`src/core/ephy_pkg.sv`:
```
// shared constants for the ethernet phy pin block: register map,
// field layout, management frame layout and time base figures.
// assumes a 100 MHz core clock feeding every consumer.
package ephy_pkg;
   // core clock
   localparam int CLK_PERIOD_NS = 10;
   // management clock, least period 400 ns, half period rounds up
   localparam int MDC_PERIOD_NS = 400;
   localparam int MDC_HALF_CYC = (MDC_PERIOD_NS + 2 * CLK_PERIOD_NS - 1) / (2 * CLK_PERIOD_NS);
   localparam logic [4:0] MDC_HALF_LAST = 5'(MDC_HALF_CYC - 1);
   // management frame: 32 preamble bits, then 32 frame bits
   localparam logic [31:0] MDF_PRE = 32'hFFFFFFFF;
   localparam logic [1:0] MDF_ST = 2'h1;
   localparam logic [1:0] MDF_OP_RD = 2'h2;
   localparam logic [1:0] MDF_OP_WR = 2'h1;
   localparam logic [1:0] MDF_TA_WR = 2'h2;
   localparam logic [5:0] MDF_TA_BIT = 6'h2E;
   localparam logic [5:0] MDF_DATA_BIT = 6'h30;
   localparam logic [5:0] MDF_LAST = 6'h3F;
   // time base
   localparam logic [30:0] NS_PER_SEC = 31'h3B9ACA00;
   localparam logic [29:0] HALF_SEC_NS = 30'h1DCD6500;
   localparam int EXT_TCLK_PERIOD_NS = 40;
   localparam logic [30:0] INT_INC_NS = 31'(CLK_PERIOD_NS);
   localparam logic [30:0] EXT_INC_NS = 31'(EXT_TCLK_PERIOD_NS);
   // register byte addresses
   localparam logic [7:0] A_CTRL = 8'h00;
   localparam logic [7:0] A_STATUS = 8'h04;
   localparam logic [7:0] A_MDIO_CMD = 8'h08;
   localparam logic [7:0] A_MDIO_DATA = 8'h0C;
   localparam logic [7:0] A_TIME_NS = 8'h10;
   localparam logic [7:0] A_TIME_SEC = 8'h14;
   localparam logic [7:0] A_AUX_NS = 8'h18;
   localparam logic [7:0] A_AUX_SEC = 8'h1C;
   // control fields
   localparam int CB_GIG = 0;
   localparam int CB_ADV = 1;
   localparam int CB_PPS = 2;
   localparam int CB_EXT = 4;
   localparam logic [4:0] CTRL_RST = 5'h00;
   // status fields
   localparam int SB_CARR = 0;
   localparam int SB_RXV = 1;
   localparam int SB_BUSY = 2;
   localparam int SB_CNT = 3;
   localparam int SB_OVF = 6;
   // management command fields
   localparam int MC_REG = 16;
   localparam int MC_PHY = 21;
   localparam int MC_RD = 26;
   // auxiliary snapshot fifo
   localparam logic [2:0] AUX_FULL = 3'h4;
   // synchroniser slots for pin inputs
   localparam int SY_RXCLK = 0;
   localparam int SY_RXCTL = 1;
   localparam int SY_RXD = 2;
   localparam int SY_REFCLK = 4;
   localparam int SY_TCLK = 5;
   localparam int SY_AUX = 6;
   localparam int SY_W = 7;
   // pulse-per-second modes under the advanced time feature
   typedef enum logic [1:0] {PPS_PULSE, PPS_TOGGLE, PPS_HALF, PPS_OFF} ephy_pps_mode_type;
endpackage : ephy_pkg

```
`src/core/ephy_mgmt_if.sv`:
```
// request and answer between register side and management engine.
// assumes both ends run on core_clk.
`timescale 1ns/1ns
`default_nettype none
interface ephy_mgmt_if;
   logic start;
   logic rd_op;
   logic [4:0] phy;
   logic [4:0] regad;
   logic [15:0] wdata;
   logic busy;
   logic [15:0] rdata;
   modport ctrl (output start, rd_op, phy, regad, wdata, input busy, rdata);
   modport engine (input start, rd_op, phy, regad, wdata, output busy, rdata);
endinterface : ephy_mgmt_if
`default_nettype wire

```
`src/core/ephy_pin_top.sv`:
```
// ethernet phy pin block: reduced and gigabit receive/transmit control,
// management port, precision time base with pps and aux snapshots.
// assumes all pin inputs are asynchronous to core_clk.
//
// Contract
// - in reduced mode the receive control pin carries carrier and valid on alternate cycles.
// - transmit enable is high only while the transmit data pins hold valid data.
// - the device makes the management clock for the phy.
// - each side drives the management data line only in its own phase.
// - an aux trigger edge pushes the current time into the aux fifo unless the fifo is full.
// - without the advanced feature pps pulses on each seconds increment.
// - with the advanced feature pps follows the selected pps mode.
// - the receive control pin is rx control in gigabit mode and carrier and valid interleaved in 10/100.
// - the transmit control pin is tx control in gigabit mode and tx enable in 10/100.
// - the shared clock pin is receive clock in gigabit mode and reference in 10/100.
// - the time counter may run from an external time clock instead of core_clk.
`timescale 1ns/1ns
`default_nettype none
module ephy_pin_top (
   // clock and reset
   input wire logic core_clk,
   input wire logic rst_n,
   // register port
   input wire logic [7:0] reg_addr,
   input wire logic [31:0] reg_wdata,
   input wire logic reg_wr,
   input wire logic reg_rd,
   output logic [31:0] reg_rdata,
   // receive pins
   input wire logic shared_rx_clock_pin,
   input wire logic shared_rx_control_pin,
   input wire logic [1:0] rx_data_pins,
   // transmit pins
   input wire logic ext_reference_clock,
   output logic [1:0] tx_data_pins,
   output logic shared_tx_control_pin,
   // management pins
   output logic mdc,
   input wire logic mdio_in,
   output logic mdio_out,
   output logic mdio_oe,
   // time pins
   input wire logic ext_time_clock_in,
   input wire logic aux_snapshot_trigger,
   output logic pulse_per_second_out,
   // user receive stream
   output logic [1:0] rx_dibit,
   output logic rx_dibit_valid,
   output logic carrier_sense,
   // user transmit stream
   input wire logic [1:0] tx_dibit,
   input wire logic tx_dibit_valid,
   output logic tx_dibit_ready
);
   ephy_mgmt_if mif ();

   logic [ephy_pkg::SY_W-1:0] raw;
   logic [ephy_pkg::SY_W-1:0] s1_q;
   logic [ephy_pkg::SY_W-1:0] s2_q;
   logic [ephy_pkg::SY_W-1:0] prev_q;
   logic [ephy_pkg::SY_W-1:0] rise;
   logic [4:0] ctrl_q;
   logic gig;
   logic adv;
   logic ext_sel;
   ephy_pkg::ephy_pps_mode_type pps_mode;
   logic rx_edge;
   logic tx_edge;
   logic ctl_s;
   logic parity_q;
   logic carr_q;
   logic rxv_q;
   logic [1:0] rxd_q;
   logic rxdv_q;
   logic accept;
   logic [1:0] txd_q;
   logic txen_q;
   logic tick;
   logic [30:0] inc;
   logic [30:0] ns_sum;
   logic sec_roll;
   logic [29:0] ns_q;
   logic [31:0] sec_q;
   logic sec_tick_q;
   logic pps_q;
   logic [61:0] aux_mem [0:3];
   logic [1:0] aux_wr_q;
   logic [1:0] aux_rd_q;
   logic [2:0] aux_cnt_q;
   logic aux_push;
   logic aux_pop;
   logic aux_ovf_q;
   logic start_q;
   logic rd_op_q;
   logic [4:0] phy_q;
   logic [4:0] regad_q;
   logic [15:0] wdata_q;
   logic [31:0] rdata_d;
   logic [31:0] rdata_q;

   // every pin input and foreign clock enters through two flops
   assign raw = {aux_snapshot_trigger, ext_time_clock_in, ext_reference_clock,
                 rx_data_pins, shared_rx_control_pin, shared_rx_clock_pin};

   always_ff @(posedge core_clk)
   begin
      if (!rst_n)
      begin
         s1_q <= '0;
         s2_q <= '0;
         prev_q <= '0;
      end
      else
      begin
         s1_q <= raw;
         s2_q <= s1_q;
         prev_q <= s2_q;
      end
   end

   // per-input rising edge, taken after the second flop only
   genvar gi;
   generate
      for (gi = 0; gi < ephy_pkg::SY_W; gi++)
      begin : g_edge
         assign rise[gi] = s2_q[gi] && !prev_q[gi];
      end
   endgenerate

   // control register decode
   assign gig = ctrl_q[ephy_pkg::CB_GIG];
   assign adv = ctrl_q[ephy_pkg::CB_ADV];
   assign ext_sel = ctrl_q[ephy_pkg::CB_EXT];
   assign pps_mode = ephy_pkg::ephy_pps_mode_type'(ctrl_q[ephy_pkg::CB_PPS+:2]);

   // shared clock pin: receive clock in gigabit, reference in 10/100
   assign rx_edge = rise[ephy_pkg::SY_RXCLK];
   assign tx_edge = gig ? rise[ephy_pkg::SY_REFCLK] : rise[ephy_pkg::SY_RXCLK];
   assign ctl_s = s2_q[ephy_pkg::SY_RXCTL];

   // receive control demux, parity flips on each receive clock edge
   always_ff @(posedge core_clk)
   begin
      if (!rst_n)
      begin
         parity_q <= 1'h0;
         carr_q <= 1'h0;
         rxv_q <= 1'h0;
      end
      else if (rx_edge)
      begin
         parity_q <= ~parity_q;
         if (gig)
         begin
            carr_q <= ctl_s;
            rxv_q <= ctl_s;
         end
         else if (!parity_q)
            carr_q <= ctl_s;
         else
            rxv_q <= ctl_s;
      end
   end

   // data is valid only while the control says so; gigabit has no lag
   assign accept = gig ? ctl_s : rxv_q;

   // receive dibit capture, one-cycle valid pulse per accepted dibit
   always_ff @(posedge core_clk)
   begin
      if (!rst_n)
      begin
         rxd_q <= 2'h0;
         rxdv_q <= 1'h0;
      end
      else
      begin
         rxdv_q <= rx_edge && accept;
         if (rx_edge && accept)
            rxd_q <= s2_q[ephy_pkg::SY_RXD+:2];
      end
   end

   assign rx_dibit = rxd_q;
   assign rx_dibit_valid = rxdv_q;
   assign carrier_sense = carr_q;

   // transmit: enable and data change together on a transmit clock edge
   always_ff @(posedge core_clk)
   begin
      if (!rst_n)
      begin
         txd_q <= 2'h0;
         txen_q <= 1'h0;
      end
      else if (tx_edge)
      begin
         txen_q <= tx_dibit_valid;
         txd_q <= tx_dibit_valid ? tx_dibit : 2'h0;
      end
   end

   // same flop serves as tx control in gigabit and tx enable in 10/100
   assign shared_tx_control_pin = txen_q;
   assign tx_data_pins = txd_q;
   assign tx_dibit_ready = tx_edge;

   // time base tick: every core cycle or each external time clock edge
   assign tick = ext_sel ? rise[ephy_pkg::SY_TCLK] : 1'h1;
   assign inc = ext_sel ? ephy_pkg::EXT_INC_NS : ephy_pkg::INT_INC_NS;
   assign ns_sum = {1'h0, ns_q} + inc;
   assign sec_roll = tick && (ns_sum >= ephy_pkg::NS_PER_SEC);

   // nanosecond and second counters
   always_ff @(posedge core_clk)
   begin
      if (!rst_n)
      begin
         ns_q <= 30'h00000000;
         sec_q <= 32'h00000000;
         sec_tick_q <= 1'h0;
      end
      else
      begin
         sec_tick_q <= sec_roll;
         if (sec_roll)
         begin
            ns_q <= 30'(ns_sum - ephy_pkg::NS_PER_SEC);
            sec_q <= 32'(sec_q + 32'h00000001);
         end
         else if (tick)
            ns_q <= ns_sum[29:0];
      end
   end

   // pps output; the toggle mode trades pulse width for a visible level
   always_ff @(posedge core_clk)
   begin
      if (!rst_n)
         pps_q <= 1'h0;
      else if (!adv)
         pps_q <= sec_tick_q;
      else
      begin
         unique case (pps_mode)
            ephy_pkg::PPS_PULSE: pps_q <= sec_tick_q;
            ephy_pkg::PPS_TOGGLE: pps_q <= pps_q ^ sec_tick_q;
            ephy_pkg::PPS_HALF: pps_q <= (ns_q < ephy_pkg::HALF_SEC_NS);
            ephy_pkg::PPS_OFF: pps_q <= 1'h0;
         endcase
      end
   end

   assign pulse_per_second_out = pps_q;

   // aux fifo control; a full fifo drops the snapshot and flags it
   assign aux_push = rise[ephy_pkg::SY_AUX] && (aux_cnt_q != ephy_pkg::AUX_FULL);
   assign aux_pop = reg_rd && (reg_addr == ephy_pkg::A_AUX_SEC) && (aux_cnt_q != 3'h0);

   always_ff @(posedge core_clk)
   begin
      if (!rst_n)
      begin
         aux_wr_q <= 2'h0;
         aux_rd_q <= 2'h0;
         aux_cnt_q <= 3'h0;
      end
      else
      begin
         if (aux_push)
            aux_wr_q <= 2'(aux_wr_q + 2'h1);
         if (aux_pop)
            aux_rd_q <= 2'(aux_rd_q + 2'h1);
         if (aux_push && !aux_pop)
            aux_cnt_q <= 3'(aux_cnt_q + 3'h1);
         else if (aux_pop && !aux_push)
            aux_cnt_q <= 3'(aux_cnt_q - 3'h1);
      end
   end

   // snapshot storage, no reset needed for data words
   always_ff @(posedge core_clk)
   begin
      if (aux_push)
         aux_mem[aux_wr_q] <= {sec_q, ns_q};
   end

   // overflow flag: a new drop wins over a status read clearing it
   always_ff @(posedge core_clk)
   begin
      if (!rst_n)
         aux_ovf_q <= 1'h0;
      else if (rise[ephy_pkg::SY_AUX] && !aux_push)
         aux_ovf_q <= 1'h1;
      else if (reg_rd && reg_addr == ephy_pkg::A_STATUS)
         aux_ovf_q <= 1'h0;
   end

   // control register
   always_ff @(posedge core_clk)
   begin
      if (!rst_n)
         ctrl_q <= ephy_pkg::CTRL_RST;
      else if (reg_wr && reg_addr == ephy_pkg::A_CTRL)
         ctrl_q <= reg_wdata[4:0];
   end

   // management command; a write while busy is dropped
   always_ff @(posedge core_clk)
   begin
      if (!rst_n)
      begin
         start_q <= 1'h0;
         rd_op_q <= 1'h0;
         phy_q <= 5'h00;
         regad_q <= 5'h00;
         wdata_q <= 16'h0000;
      end
      else
      begin
         start_q <= reg_wr && reg_addr == ephy_pkg::A_MDIO_CMD && !mif.busy && !start_q;
         if (reg_wr && reg_addr == ephy_pkg::A_MDIO_CMD && !mif.busy && !start_q)
         begin
            rd_op_q <= reg_wdata[ephy_pkg::MC_RD];
            phy_q <= reg_wdata[ephy_pkg::MC_PHY+:5];
            regad_q <= reg_wdata[ephy_pkg::MC_REG+:5];
            wdata_q <= reg_wdata[15:0];
         end
      end
   end

   assign mif.start = start_q;
   assign mif.rd_op = rd_op_q;
   assign mif.phy = phy_q;
   assign mif.regad = regad_q;
   assign mif.wdata = wdata_q;

   // management frame engine, drives mdc and the data line
   ephy_mgmt_engine u_mgmt (
      .core_clk(core_clk),
      .rst_n(rst_n),
      .req(mif),
      .mdc(mdc),
      .mdio_in(mdio_in),
      .mdio_out(mdio_out),
      .mdio_oe(mdio_oe)
   );

   // read mux; unmapped addresses read as zero
   always_comb
   begin
      rdata_d = 32'h00000000;
      unique case (reg_addr)
         ephy_pkg::A_CTRL: rdata_d = {27'h0000000, ctrl_q};
         ephy_pkg::A_STATUS: rdata_d = {25'h0000000, aux_ovf_q, aux_cnt_q,
                                        mif.busy, rxv_q, carr_q};
         ephy_pkg::A_MDIO_DATA: rdata_d = {16'h0000, mif.rdata};
         ephy_pkg::A_TIME_NS: rdata_d = {2'h0, ns_q};
         ephy_pkg::A_TIME_SEC: rdata_d = sec_q;
         ephy_pkg::A_AUX_NS: rdata_d = {2'h0, aux_mem[aux_rd_q][29:0]};
         ephy_pkg::A_AUX_SEC: rdata_d = aux_mem[aux_rd_q][61:30];
         default: rdata_d = 32'h00000000;
      endcase
   end

   // read data stands only in the cycle after the strobe
   always_ff @(posedge core_clk)
   begin
      if (!rst_n)
         rdata_q <= 32'h00000000;
      else
         rdata_q <= reg_rd ? rdata_d : 32'h00000000;
   end

   assign reg_rdata = rdata_q;

   a_demux_parity: assert property (
      @(posedge core_clk) disable iff (!rst_n)
      !gig && $changed(carr_q) |-> $past(rx_edge) && !$past(parity_q))
      else $error("carrier changed on a valid slot");

   a_rx_accept_valid: assert property (
      @(posedge core_clk) disable iff (!rst_n)
      rx_dibit_valid |-> $past(rx_edge) && $past(accept))
      else $error("receive data taken without valid");

   a_txen_with_data: assert property (
      @(posedge core_clk) disable iff (!rst_n)
      $rose(txen_q) |-> $past(tx_edge) && $past(tx_dibit_valid) && txd_q == $past(tx_dibit))
      else $error("tx enable rose without data");

   a_aux_push_count: assert property (
      @(posedge core_clk) disable iff (!rst_n)
      aux_push && !aux_pop |=> aux_cnt_q == 3'($past(aux_cnt_q) + 3'h1))
      else $error("aux snapshot not stored");

   a_pps_on_second: assert property (
      @(posedge core_clk) disable iff (!rst_n)
      !adv && sec_roll ##1 !adv |=> pps_q ##1 !pps_q || sec_tick_q)
      else $error("pps missing on seconds increment");

   a_pps_mode_off: assert property (
      @(posedge core_clk) disable iff (!rst_n)
      adv && pps_mode == ephy_pkg::PPS_OFF ##1 adv && pps_mode == ephy_pkg::PPS_OFF |-> !pps_q)
      else $error("pps active in off mode");

   a_gig_rxctl_role: assert property (
      @(posedge core_clk) disable iff (!rst_n)
      gig && rx_edge |=> carr_q == rxv_q)
      else $error("gigabit control not used as rx control");

   a_tx_clock_role: assert property (
      @(posedge core_clk) disable iff (!rst_n)
      !gig && rise[ephy_pkg::SY_RXCLK] |-> tx_dibit_ready)
      else $error("10/100 transmit not timed by shared clock pin");

   a_ext_time_hold: assert property (
      @(posedge core_clk) disable iff (!rst_n)
      ext_sel && !rise[ephy_pkg::SY_TCLK] |=> $stable(ns_q) && $stable(sec_q))
      else $error("time advanced without external clock edge");
endmodule : ephy_pin_top
`default_nettype wire

```
`src/core/ephy_mgmt_engine.sv`:
```
// management frame engine: makes mdc and runs one read or write frame.
// assumes start is only raised while busy is low.
`timescale 1ns/1ns
`default_nettype none
module ephy_mgmt_engine (
   // clock and reset
   input wire logic core_clk,
   input wire logic rst_n,
   // request from the register side
   ephy_mgmt_if.engine req,
   // management pins
   output logic mdc,
   input wire logic mdio_in,
   output logic mdio_out,
   output logic mdio_oe
);
   logic s1_q;
   logic s2_q;
   logic mdc_q;
   logic busy_q;
   logic rd_q;
   logic [4:0] div_q;
   logic [5:0] bit_q;
   logic [63:0] sh_q;
   logic [15:0] rdat_q;
   logic wrap;

   assign wrap = busy_q && (div_q == ephy_pkg::MDC_HALF_LAST);

   // data line synchroniser, phy drives it on its own timing
   always_ff @(posedge core_clk)
   begin
      if (!rst_n)
      begin
         s1_q <= 1'h0;
         s2_q <= 1'h0;
      end
      else
      begin
         s1_q <= mdio_in;
         s2_q <= s1_q;
      end
   end

   // half-period divider, held at zero while idle
   always_ff @(posedge core_clk)
   begin
      if (!rst_n || !busy_q || wrap)
         div_q <= 5'h00;
      else
         div_q <= 5'(div_q + 5'h01);
   end

   // frame shifter, bits change on the falling mdc edge
   always_ff @(posedge core_clk)
   begin
      if (!rst_n)
      begin
         busy_q <= 1'h0;
         mdc_q <= 1'h0;
         rd_q <= 1'h0;
         bit_q <= 6'h00;
         sh_q <= 64'h0000000000000000;
      end
      else if (!busy_q)
      begin
         mdc_q <= 1'h0;
         if (req.start)
         begin
            busy_q <= 1'h1;
            rd_q <= req.rd_op;
            bit_q <= 6'h00;
            sh_q <= {ephy_pkg::MDF_PRE, ephy_pkg::MDF_ST,
                     req.rd_op ? ephy_pkg::MDF_OP_RD : ephy_pkg::MDF_OP_WR,
                     req.phy, req.regad, ephy_pkg::MDF_TA_WR, req.wdata};
         end
      end
      else if (wrap)
      begin
         mdc_q <= ~mdc_q;
         if (mdc_q)
         begin
            sh_q <= {sh_q[62:0], 1'h0};
            bit_q <= 6'(bit_q + 6'h01);
            if (bit_q == ephy_pkg::MDF_LAST)
               busy_q <= 1'h0;
         end
      end
   end

   // read data taken on the rising mdc edge
   always_ff @(posedge core_clk)
   begin
      if (!rst_n)
         rdat_q <= 16'h0000;
      else if (wrap && !mdc_q && rd_q && bit_q >= ephy_pkg::MDF_DATA_BIT)
         rdat_q <= {rdat_q[14:0], s2_q};
   end

   // release the line from turnaround on in a read frame
   assign mdio_oe = busy_q && (!rd_q || bit_q < ephy_pkg::MDF_TA_BIT);
   assign mdio_out = sh_q[63];
   assign mdc = mdc_q;
   assign req.busy = busy_q;
   assign req.rdata = rdat_q;

   a_mdio_read_release: assert property (
      @(posedge core_clk) disable iff (!rst_n)
      busy_q && rd_q && bit_q >= ephy_pkg::MDF_TA_BIT |-> !mdio_oe)
      else $error("device drives data line during phy phase");

   a_mdc_half_period: assert property (
      @(posedge core_clk) disable iff (!rst_n)
      $rose(mdc_q) |-> ##20 $fell(mdc_q))
      else $error("mdc edge off the half period");
endmodule : ephy_mgmt_engine
`default_nettype wire

```
`config.mk`:
```
export PLATFORM = sky130hd
export DESIGN_NAME = ephy_pin_top
export DESIGN_NICKNAME = d
export VERILOG_FILES = /design/src/core/ephy_pkg.sv /design/src/core/ephy_mgmt_if.sv /design/src/core/ephy_pin_top.sv /design/src/core/ephy_mgmt_engine.sv
export SDC_FILE = /design/constraint.sdc
export NUM_CORES = 1
export LEC_CHECK = 0
export BUFFER_PORTS_ARGS = -buffer_cell sky130_fd_sc_hd__buf_2
export CORE_UTILIZATION = 60
export CTS_BUF_LIST = sky130_fd_sc_hd__clkbuf_2
export DETAILED_ROUTE_END_ITERATION = 8
export PLACE_DENSITY = 0.89
export SLEW_MARGIN = 20
export SYNTH_ARGS = -nofsm -noshare
export SYNTH_HDL_FRONTEND = slang
export SYNTH_SLANG_ARGS = --single-unit
```
`constraint.sdc`:
```
create_clock -name core_clk -period 4.31 [get_ports core_clk]
set_input_delay 0.862 -clock core_clk [delete_from_list [all_inputs] [get_ports core_clk]]
set_output_delay 0.862 -clock core_clk [all_outputs]
set_load 0.05 [all_outputs]
```
Word level (Yosys, flattened, before mapping)
Memories as Yosys holds them, arrays and structs flattened. A register that Yosys moved wholly into a read port is not among the register bits.
Index checks and enable logic that the tools add are counted.
{"block": "totals", "register_bits": 263, "latch_bits": 0, "ram_bits": 248, "romBits": 0, "in_bits": 55, "out_inout_bits": 44, "wordCells": 154, "mem_count": 1}
{"block": "op_classes", "n_addsub": 9, "multipliers": 0, "n_div": 0, "order_cmp": 4, "eq_ne": 16, "shifts": 0, "mux": 36, "bitwise_logic": 4, "reduce_logical": 50}
{"name": "aux_mem", "words": 4, "word_bits": 62, "read_ports": 1, "rd_ports_with_merged_regs": 1, "write_ports": 1, "line_no": "ephy_pin_top.sv:86", "text": "logic [61:0] aux_mem [0:3];"}
{"op": "2-to-1 mux 64 bit", "count": 4}
{"op": "one-hot mux 32 bit (7 select lines)", "count": 1}
{"op": "2-to-1 mux 30 bit", "count": 2}
{"op": "adder 32 x 1 -> 32 bit (second input constant)", "count": 1}
{"op": "equality test 8 x 5 -> 1 bit (second input constant)", "count": 4}
{"op": "adder 30 x 6 -> 31 bit", "count": 1}
{"op": "greater-or-equal comparator 31 x 30 -> 1 bit (second input constant)", "count": 1}
{"op": "< comparator 30 x 29 -> 1 bit (second input constant)", "count": 1}
{"op": "2-to-1 mux 6 bit", "count": 5}
{"op": "subtractor 30 bit (second input constant)", "count": 1}
{"op": "logical AND 1 bit", "count": 22}
{"op": "2-to-1 mux 1 bit", "count": 17}
{"op": "equality test 8 x 4 -> 1 bit (second input constant)", "count": 2}
{"op": "logical NOT 1 bit", "count": 11}
{"op": "AND reduction 2 bit", "count": 5}
{"op": "nonzero test 2 bit", "count": 5}
{"op": "equality test 8 x 3 -> 1 bit (second input constant)", "count": 1}
{"op": "logical NOT 8 bit", "count": 1}
{"op": "2-to-1 mux 2 bit", "count": 4}
{"op": "adder 6 x 1 -> 6 bit (second input constant)", "count": 1}
{"op": "equality test 6 bit (second input constant)", "count": 1}
{"op": "greater-or-equal comparator 6 bit (second input constant)", "count": 1}
{"op": "< comparator 6 bit (second input constant)", "count": 1}
{"op": "2-to-1 mux 3 bit", "count": 2}
{"op": "other kinds (17)", "count": 24}

Depth between registers and ports, before layout
Gate-level depths: netlist (run 1).
{"block": "logic_depth", "depth_word": 7, "depth_mapped": 18, "mapped_depth_nobuf": 15}

Cells and area by module
From an unflattened synthesis (run 1), not the netlist that was laid out.
{"block": "unflattened", "cells_unflattened": 1838, "area_unflattened_um2": 21927.3}
{"mod": "ephy_pin_top", "n_inst": 1, "cells_each": 1416, "area_per_inst_um2": 17745.8, "seq_area_each_um2": 10630.2}
{"mod": "ephy_mgmt_engine", "n_inst": 1, "cells_each": 422, "area_per_inst_um2": 4181.5, "seq_area_each_um2": 1921.8}

Worst setup path after synthesis (run 1)
OpenSTA, ideal clock, no wires.
{"block": "synth_timing", "path_kind": "register to register", "startpoint": "register ctrl_q[4]", "endpoint": "register ns_q[24]", "setup_ns": 0.082, "arrival_ns": 3.824, "t_required_ns": 4.228, "slack_ns": 0.404, "path_stages_with_launch": 16, "n_path_buf": 2, "synth_period_minus_slack_ns": 3.906, "path_cell_list": "dfxtp_1 ha_1 buf_2 a21oi_2 nor3_1 nand2_1 xnor2_1 ha_1 o2bb2a_2 o32ai_4 a21oi_2 a21o_1 buf_6 o2111a_1 or4_1 o2111ai_1"}
{"block": "synth_via", "elab_chain_len": 5, "word_cells_on_any_way": 9, "classes_between": "2 x add/sub; 1 x order compare; 4 x mux; 2 x reduce/logical"}
{"element": "from (decl)", "line_no": "ephy_pin_top.sv:62", "text": "logic [4:0] ctrl_q;"}
{"element": "from (signal assigned)", "line_no": "ephy_pin_top.sv:303", "text": "ctrl_q <= ephy_pkg::CTRL_RST;"}
{"element": "from (signal assigned)", "line_no": "ephy_pin_top.sv:305", "text": "ctrl_q <= reg_wdata[4:0];"}
{"element": "2-to-1 mux 6 bit", "line_no": "ephy_pin_top.sv:210", "text": "assign inc = ext_sel ? ephy_pkg::EXT_INC_NS : ephy_pkg::INT_INC_NS;"}
{"element": "adder 30 x 6 -> 31 bit", "line_no": "ephy_pin_top.sv:211", "text": "assign ns_sum = {1'h0, ns_q} + inc;"}
{"element": "greater-or-equal comparator 31 x 30 -> 1 bit", "line_no": "ephy_pin_top.sv:212", "text": "assign sec_roll = tick && (ns_sum >= ephy_pkg::NS_PER_SEC);"}
{"element": "logical AND 1 bit", "line_no": "ephy_pin_top.sv:212"}
{"element": "2-to-1 mux 30 bit or nonzero test 2 bit (tied branches)"}
{"element": "to (signal assigned)", "line_no": "ephy_pin_top.sv:228", "text": "ns_q <= 30'(ns_sum - ephy_pkg::NS_PER_SEC);"}
{"element": "to (signal assigned)", "line_no": "ephy_pin_top.sv:232", "text": "ns_q <= ns_sum[29:0];"}
{"element": "to (decl)", "line_no": "ephy_pin_top.sv:82", "text": "logic [29:0] ns_q;"}
Parallel ways exist; a longest one is shown, timed or not. The select of a mux whose other input is x is not followed.
A chain may end at the register's enable or synchronous reset.

Worst setup path after layout (run 1)
{"block": "layout_timing", "startpoint": "register ctrl_q[4]", "endpoint": "register ns_q[11]"}
The elaborated chain is that of the path after synthesis.

==> results of run 1 <==
==> area by class of cell <==
cell class | count | share of cell area, %
Clock buffer | 181 | 3.77
Sequential cell | 505 | 52.3
Inverter | 27 | 0.422
Timing Repair Buffer | 196 | 5.70
Multi-Input combinational cell | 1141 | 34.7
Antenna cell | 1 | 0.0104
Tap cell | 455 | 2.37
Clock inverter | 32 | 0.745
==> Yosys cell counts (6+ instances only) <==
cell type  number  area share [%]
a211oi_1        7            0.24
a21boi_0       29             1.0
a21oi_1        63             1.5
a22oi_1        63             2.2
a31oi_1        25            0.73
and2_1         49             1.4
and3_1         16            0.47
and4_1          9            0.37
buf_1          13            0.23
buf_2          17            0.40
clkbuf_1       96             1.7
dfxtp_1       261              24
edfxtp_1      244              34
ha_1           13            0.76
inv_1          26            0.45
mux2i_1        64             3.0
mux4_2         61             6.4
nand2_1       185             3.2
nand2b_1       11            0.32
nand3_1        37            0.86
nand4_1        20            0.58
nor2_1        106             1.9
nor2b_1        32            0.93
nor3_1         63             1.5
nor3b_1        35             1.2
nor4_1          9            0.26
o211a_1        28             1.3
o211ai_1        6            0.21
o21ai_0        42            0.98
o31ai_1         7            0.24
or3_1          16            0.47
or4_1           7            0.24
xnor2_1        31             1.3
xor2_1         20            0.82
==> flip-flops by register name, summed over array words and instances, names as in the netlist, 6 cells and up, named ones only <==
register          flops
u_mgmt.bit_q          6
u_mgmt.req.rdata     16
s2_q                  7
reg_rdata            32
s1_q                  7
u_mgmt.sh_q          64
sec_q                32
ns_q                 29
aux_mem             244
mif.wdata            16
==> kinds of logic (layout without fill, tap and decap cells) <==
family	after synthesis	count (layout)	share of synthesized area, %
AO/OA/AOI/OAI	329	329	11.2
XOR/XNOR	52	52	2.16
adder cells (fa/ha/maj)	14	14	0.851
buffers and inverters	157	436	2.97
flip-flops	505	505	58.5
multiplexers	126	126	9.44
other	0	1	0
AND/OR/NAND/NOR	620	620	14.9
==> metal layers <==
layer  track usage, %  up-vias
li1                 -     7127
met1             35.0     7622
met2             46.9      813
met3             6.48      106
met4             11.4        0
met5                0        -
==> report_power, final <==
group	switching (mW)	internal (mW)	total (mW)
registers	0.0244	5.02	5.05
clock network	1.88	1.19	3.07
logic	0.118	0.0978	0.215
total	2.02	6.31	8.33
==> cell usage in the layout, fill, tap and decap left out, types with 6 or more instances in the layout <==
cell / n
a211oi_1: 7
a21boi_0: 29
a21oi_1: 63
a22oi_1: 63
a31oi_1: 25
and2_1: 45
and3_1: 16
and4_1: 9
buf_2: 92
buf_4: 62
clkbuf_2: 181
clkinv_1: 23
dfxtp_1: 256
dlygate4sd3_1: 39
edfxtp_1: 244
ha_1: 10
inv_1: 26
mux2i_1: 64
mux4_2: 61
nand2_1: 185
nand2b_1: 11
nand3_1: 37
nand4_1: 20
nor2_1: 101
nor2b_1: 31
nor3_1: 62
nor3b_1: 35
nor4_1: 9
o211a_1: 28
o211ai_1: 6
o21ai_0: 41
o31ai_1: 7
or3_1: 16
or4_1: 7
xnor2_1: 31
xor2_1: 20
==> path summary, 6_finish.rpt <==
check | slack (ns) | to | from | depth (start not counted)
max | 0.20 | ns_q[11] | ctrl_q[4] | 16
min | 0.13 | aux_ovf_q | reg_rd | 4
max reg2reg | 0.20 | ns_q[11] | ctrl_q[4] | 16
min reg2reg | 0.37 | s2_q[5] | s1_q[5] | 1
==> worst register-to-register path: stages, from the launching register on <==
cell      delay (ns)
dfxtp_2         0.40
inv_1           0.08
ha_2            0.24
ha_2            0.27
o211ai_4        0.09
a21o_1          0.22
xnor2_1         0.19
inv_1           0.06
ha_1            0.23
o2bb2a_2        0.35
o32ai_4         0.29
a21oi_2         0.17
a21o_1          0.28
buf_4           0.23
or4_1           0.52
a21o_1          0.21
a21boi_1        0.14
==> repair_timing <==
| item | CTS | global route |
|---|---|---|
| resized for setup | 0 | 10 |
| hold endpoints to repair | 43 | 0 |
| setup endpoints to repair | 0 | 19 |
| hold buffers | 39 | 0 |
==> per-stage QoR <==
| step | cell area [um^2] | instances | hold slack (ns) | setup slack [ns] |
|---|---|---|---|---|
| finish | 24000 | 2538 | 0.134 | 0.203 |
| global route | 24000 | 2538 | 0.0725 | 0.000989 |
| CTS | 23900 | 2536 | 0.0447 | 0.00678 |
| detailed placement | 22500 | 2284 | 0.420 | 0.148 |
| global placement | 22500 | 2284 | 0.417 | 0.231 |
| floorplan | 21500 | 1803 | 0.412 | 0.404 |
==> impl_metrics.yaml, run 1 <==
synthesis:
  post_synth.cell_area_avg_um2: 11.9
  synthFlopType: "dfxtp_1"
  synth_seq_area_share_pct: 58.5
  synth.distinct_cells: 82
  async_flop_share_pct: 0
  synth-edff-count: 244
  synth_area_um2: 21500
  synthCells: 1803
  synth_nets: 1872
  synth-seq-cells: 505
  yosys_warnings: 0
placed_design:
  portBuffers: 93
  finalWeightedCongestion: 0.903
  post-dp-hpwl_mm: 30.4
critical_path:
  cp_common_cell: "a21o_1"
  crit_type: "flip-flop to flip-flop"
  end_kind: "flip-flop"
  crit_chain: "inv_1 > ha_2 > ha_2 > o211ai_4 > a21o_1 > xnor2_1 > inv_1 > ha_1 > o2bb2a_2 > o32ai_4 > a21oi_2 > a21o_1 > buf_4 > or4_1 > a21o_1 > a21boi_1"
  start_kind: "flip-flop"
  crit_path_max_incr_delay_ns: 0.51
  worstPathMaxFanout: 12
  path_buf_inv: 3
  path_delay_family: "compound AO/OA/AOI/OAI gates"
  cp.required_ns: 5.32
  cp_data_arrival_time_ns: 5.11
  slowest_stage: "or4_1"
cells_and_area:
  fillers: 2404
  fin_nets: 2059
  area_growth_pct: 11.9
  multi_input_area_um2: 8320
  fin_util_pct: 68.8
  area.sequential_um2: 12600
  drive_gt1_share_pct: 22.0
clock_tree:
  clk_latency_ns: 1.16
  htreeDepth: 3
  cts_tree: "yes"
  root_buffer: "clkbuf_2"
  clock_sinks: 505
  max-clock-path-buffers: 3
  numCtsBuffers: 119
  clk_pin_slew_ns: 0.11
  post_cts.repair.setup_buffers: 0
sta:
  hold_violations: 0
  min_period_over_period_pct: 95.3
  rsz0062_at_grt: "false"
  setup_viol: 0
  slew_headroom_pct: 27.3
  finClkSkew_ns: 0.147
  tns_ns: 0
  worst_pin_slew_ns: 1.09
  fmax_ghz: 0.243
  fin_crit_ns: 4.11
  maxSlewViolCount: 0
floorplanning:
  rows: 68
  start_util_pct: 61.5
  io_pins: 99
  dieArea_um2: 36500
  die_x_um: 191
  dieHeight_um: 191
  core_um2: 34900
run:
  maxCapViolations: 0
global_route:
  grt_max_degree: 79
  grt_util_all_layers_pct: 28.0
  overflow: 0
  grt_pass1_wl_mm: 80.2
  antenna_found_initial: 1
  grt_pass1_vias: 15900
routing:
  via_per_inst: 6.17
  met3_length_mm: 4.52
  dr.max_layer_used: "met4"
  routed_wirelength_mm: 50.5
  drtPass1Iterations: 6
  antenna_left: 0
  wl_met1_mm: 19.9
  drt_iter0_markers: 1474
  wl_met2_mm: 24.8
  drc: 0
  wl_per_cell_um: 19.9
  num_vias: 15700
power:
  total_power_mw: 8.33
  peakVddDrop_mv: 0.303
  powerDensity_nw_per_um2: 347
  cellLeakagePower_nw: 8.92
hold_path:
  min_path_type: "input pin to flip-flop"
status:
  outcome: "finished, final reports clean"
Power figures use the tool's default switching activity.
==> run 2, diff against run 1 <==
Settings changed: ABC_AREA set to 1, PLACE_DENSITY 0.89 to 0.78.
==> run 2 against run 1 <==
Cell area up 0.67%. Clock skew down 0.076 ns. Synthesized area increased by 1.3%. Cell count increased by 25%. Sequential share of layout area shrank 0.37 points. Register-to-register slack better by 0.17 ns. Global-route usage grew 3.4 points. Flip-flop and latch count unchanged. Non-clock buffer count decreased by 33. Sequential power about the same. Maximum frequency is 4.4% higher. Largest power group unchanged.
==> impl_metrics.yaml, run 2 <==
status:
  outcome: "finished, final reports clean"
routing:
  wl_per_cell_um: 18.1
  num_vias: 18200
  wl_met1_mm: 23.0
  drc: 0
  dr.max_layer_used: "met4"
  wl_met2_mm: 27.9
  via_per_inst: 5.72
  antenna_left: 0
  met3_length_mm: 4.98
  routed_wirelength_mm: 57.6
  drtPass1Iterations: 8
  drt_iter0_markers: 1575
critical_path:
  ff2ff_setup_slack_ns: 0.37
  regToRegStartpoint: "ns_q[5]"
  crit_type: "flip-flop to flip-flop"
  cp.required_ns: 5.26
  cp_data_arrival_time_ns: 4.89
  worstPathMaxFanout: 32
  r2r-end: "sec_q[28]"
  end_kind: "flip-flop"
  reg2reg_depth: 18
  start_kind: "flip-flop"
clock_tree:
  root_buffer: "clkbuf_2"
  cts_tree: "yes"
  post_cts.repair.setup_buffers: 0
  clk_latency_ns: 1.09
  clk_pin_slew_ns: 0.10
  clock_sinks: 505
  numCtsBuffers: 130
  htreeDepth: 4
  max-clock-path-buffers: 3
global_route:
  grt_pass1_wl_mm: 88.7
  grt_util_all_layers_pct: 31.4
  antenna_found_initial: 2
  grt_pass1_vias: 17400
  overflow: 0
  grt_max_degree: 82
synthesis:
  synth_common_cells: "nand2_1 (471), dfxtp_1 (261), inv_1 (256), nor2_1 (256), edfxtp_1 (244)"
  post_synth.cell_area_avg_um2: 8.88
  synth-edff-count: 244
  synth_seq_area_share_pct: 57.8
  async_flop_share_pct: 0
  synth-seq-cells: 505
  synth_nets: 2515
  yosys_warnings: 0
  synthTopCellsByArea: "edfxtp_1 (34%), dfxtp_1 (24%), nand2_1 (8.1%)"
  synthCells: 2446
  netlist.area_leader.share_pct: 33.7
  synth.distinct_cells: 51
  yosys.area.top_type: "edfxtp_1"
  synthFlopType: "dfxtp_1"
  synth_area_um2: 21700
  yosysMostFrequentCell: "nand2_1"
hold_path:
  hold_depth: 3
  whs_endpoint: "shared_tx_control_pin"
  hp-start: "tx_dibit_valid"
  min_path_type: "input pin to flip-flop"
placed_design:
  portBuffers: 93
  post-dp-hpwl_mm: 37.5
  finalWeightedCongestion: 0.897
sta:
  fin_crit_ns: 3.94
  setup_viol: 0
  finClkSkew_ns: 0.0713
  hold_violations: 0
  slew_headroom_pct: 30.8
  maxSlewViolCount: 0
  fmax_ghz: 0.254
  rsz0062_at_grt: "false"
  worst_pin_slew_ns: 1.04
  min_period_over_period_pct: 91.3
  tns_ns: 0
run:
  maxCapViolations: 0
floorplanning:
  rows: 69
  start_util_pct: 61.1
  dieHeight_um: 192
  core_um2: 35600
  dieArea_um2: 37000
  die_x_um: 192
  io_pins: 99
power:
  total_power_mw: 8.63
  peakVddDrop_mv: 0.228
  powerDensity_nw_per_um2: 357
  cellLeakagePower_nw: 9.33
cells_and_area:
  mostFrequentLayoutCell: "nand2_1"
  drive_gt1_share_pct: 14.8
  area_growth_pct: 11.2
  top_register: "aux_mem"
  layout_common_cells: "nand2_1 (471), dfxtp_1 (260), inv_1 (255), nor2_1 (251), edfxtp_1 (244)"
  reg.largest.list: "aux_mem: 244 flops, u_mgmt.sh_q: 64 flops"
  largest_register_ffs: 244
  fin_nets: 2687
-- run 2: cell types whose count changed after synthesis, moves of 64 or more --
cell | before | now
nand2_1 | 185 | 471
inv_1 | 26 | 256
o21ai_0 | 42 | 210
nor2_1 | 106 | 256
a21oi_1 | 63 | 162
mux2i_1 | 64 | 0
-- run 2: stage by stage --
| step | hold slack [ns] | utilization [%] | std cells | setup slack, ns | area [um^2] |
|---|---|---|---|---|---|
| detailed placement | 0.395 | 63.5 | 2913 | 0.356 | 22600 |
| global route | 0.0201 | 67.9 | 3176 | 0.0199 | 24200 |
| floorplan | 0.390 | - | 2446 | 0.335 | 21700 |
| finish | 0.0745 | 67.9 | 3176 | 0.374 | 24200 |
| global placement | 0.393 | 63.5 | 2913 | 0.494 | 22600 |
| CTS | 0.000397 | 67.9 | 3174 | 0.290 | 24200 |
-- run 2: kinds of logic (layout without fill, tap and decap cells) --
| family | count (synthesis) | in the layout | synth area share, % |
|---|---|---|---|
| simple gates | 922 | 922 | 17.6 |
| compound gates | 564 | 564 | 15.0 |
| flops | 505 | 505 | 57.8 |
| buf+inv | 400 | 667 | 7.14 |
| xor+xnor | 41 | 41 | 1.65 |
| fa+ha+maj | 14 | 14 | 0.841 |
| other cells | 0 | 2 | 0 |
-- run 2: power breakdown --
part           internal [mW]  switching, mW
logic                 0.0822          0.142
registers               5.04         0.0309
clock network           1.44           1.90
total                   6.56           2.07
-- run 2: final cells by class --
type / instances / area [um^2]
Antenna cell: 2 / 5.00
Timing Repair Buffer: 163 / 1100
Inverter: 277 / 1040
Multi-Input combinational cell: 1541 / 7670
Sequential cell: 505 / 12600
Clock buffer: 195 / 976
Tap cell: 461 / 577
Clock inverter: 32 / 236
Fill cell: 2840 / 11400
-- run 2: per-layer routing --
metal / track usage, % / vias to the layer above
met5: 0 / -
met3: 8.29 / 114
met1: 38.3 / 8584
li1: - / 8701
met2: 52.3 / 759
met4: 13.8 / 0
-- run 2: worst max-delay path by stage --
stage,startpoint,endpoint,slack [ns],cells after the start
5_1_grt,ctrl_q[4],sec_q[3],0.02,19
4_1_cts,ctrl_q[4],sec_q[2],0.29,20
3_5_place_dp,ctrl_q[4],sec_q[2],0.36,20
6_report,ns_q[5],sec_q[28],0.37,18
3_3_place_gp,ctrl_q[4],sec_q[5],0.49,21
2_1_floorplan,aux_cnt_q[0],aux_mem[0][10],0.34,4
-- run 2: repair_timing --
action                                  CTS  global route
endpoints found under the setup margin    0            11
hold buffers                             34             0
hold endpoints to repair                 36             0
resized for setup                         0             1
-- run 2: worst max-delay path: stages (launching register included) --
cell	delay, ns
dfxtp_1	0.44
ha_1	0.33
nand2_1	0.15
inv_1	0.05
nand2_1	0.10
nand2_2	0.12
nand2_1	0.15
xor2_1	0.46
ha_1	0.24
inv_1	0.04
nor3_1	0.17
nand2_1	0.07
nor2_1	0.10
nand3_1	0.13
nand3_2	0.12
nand2_2	0.27
inv_2	0.55
nand2_1	0.12
a21oi_1	0.17
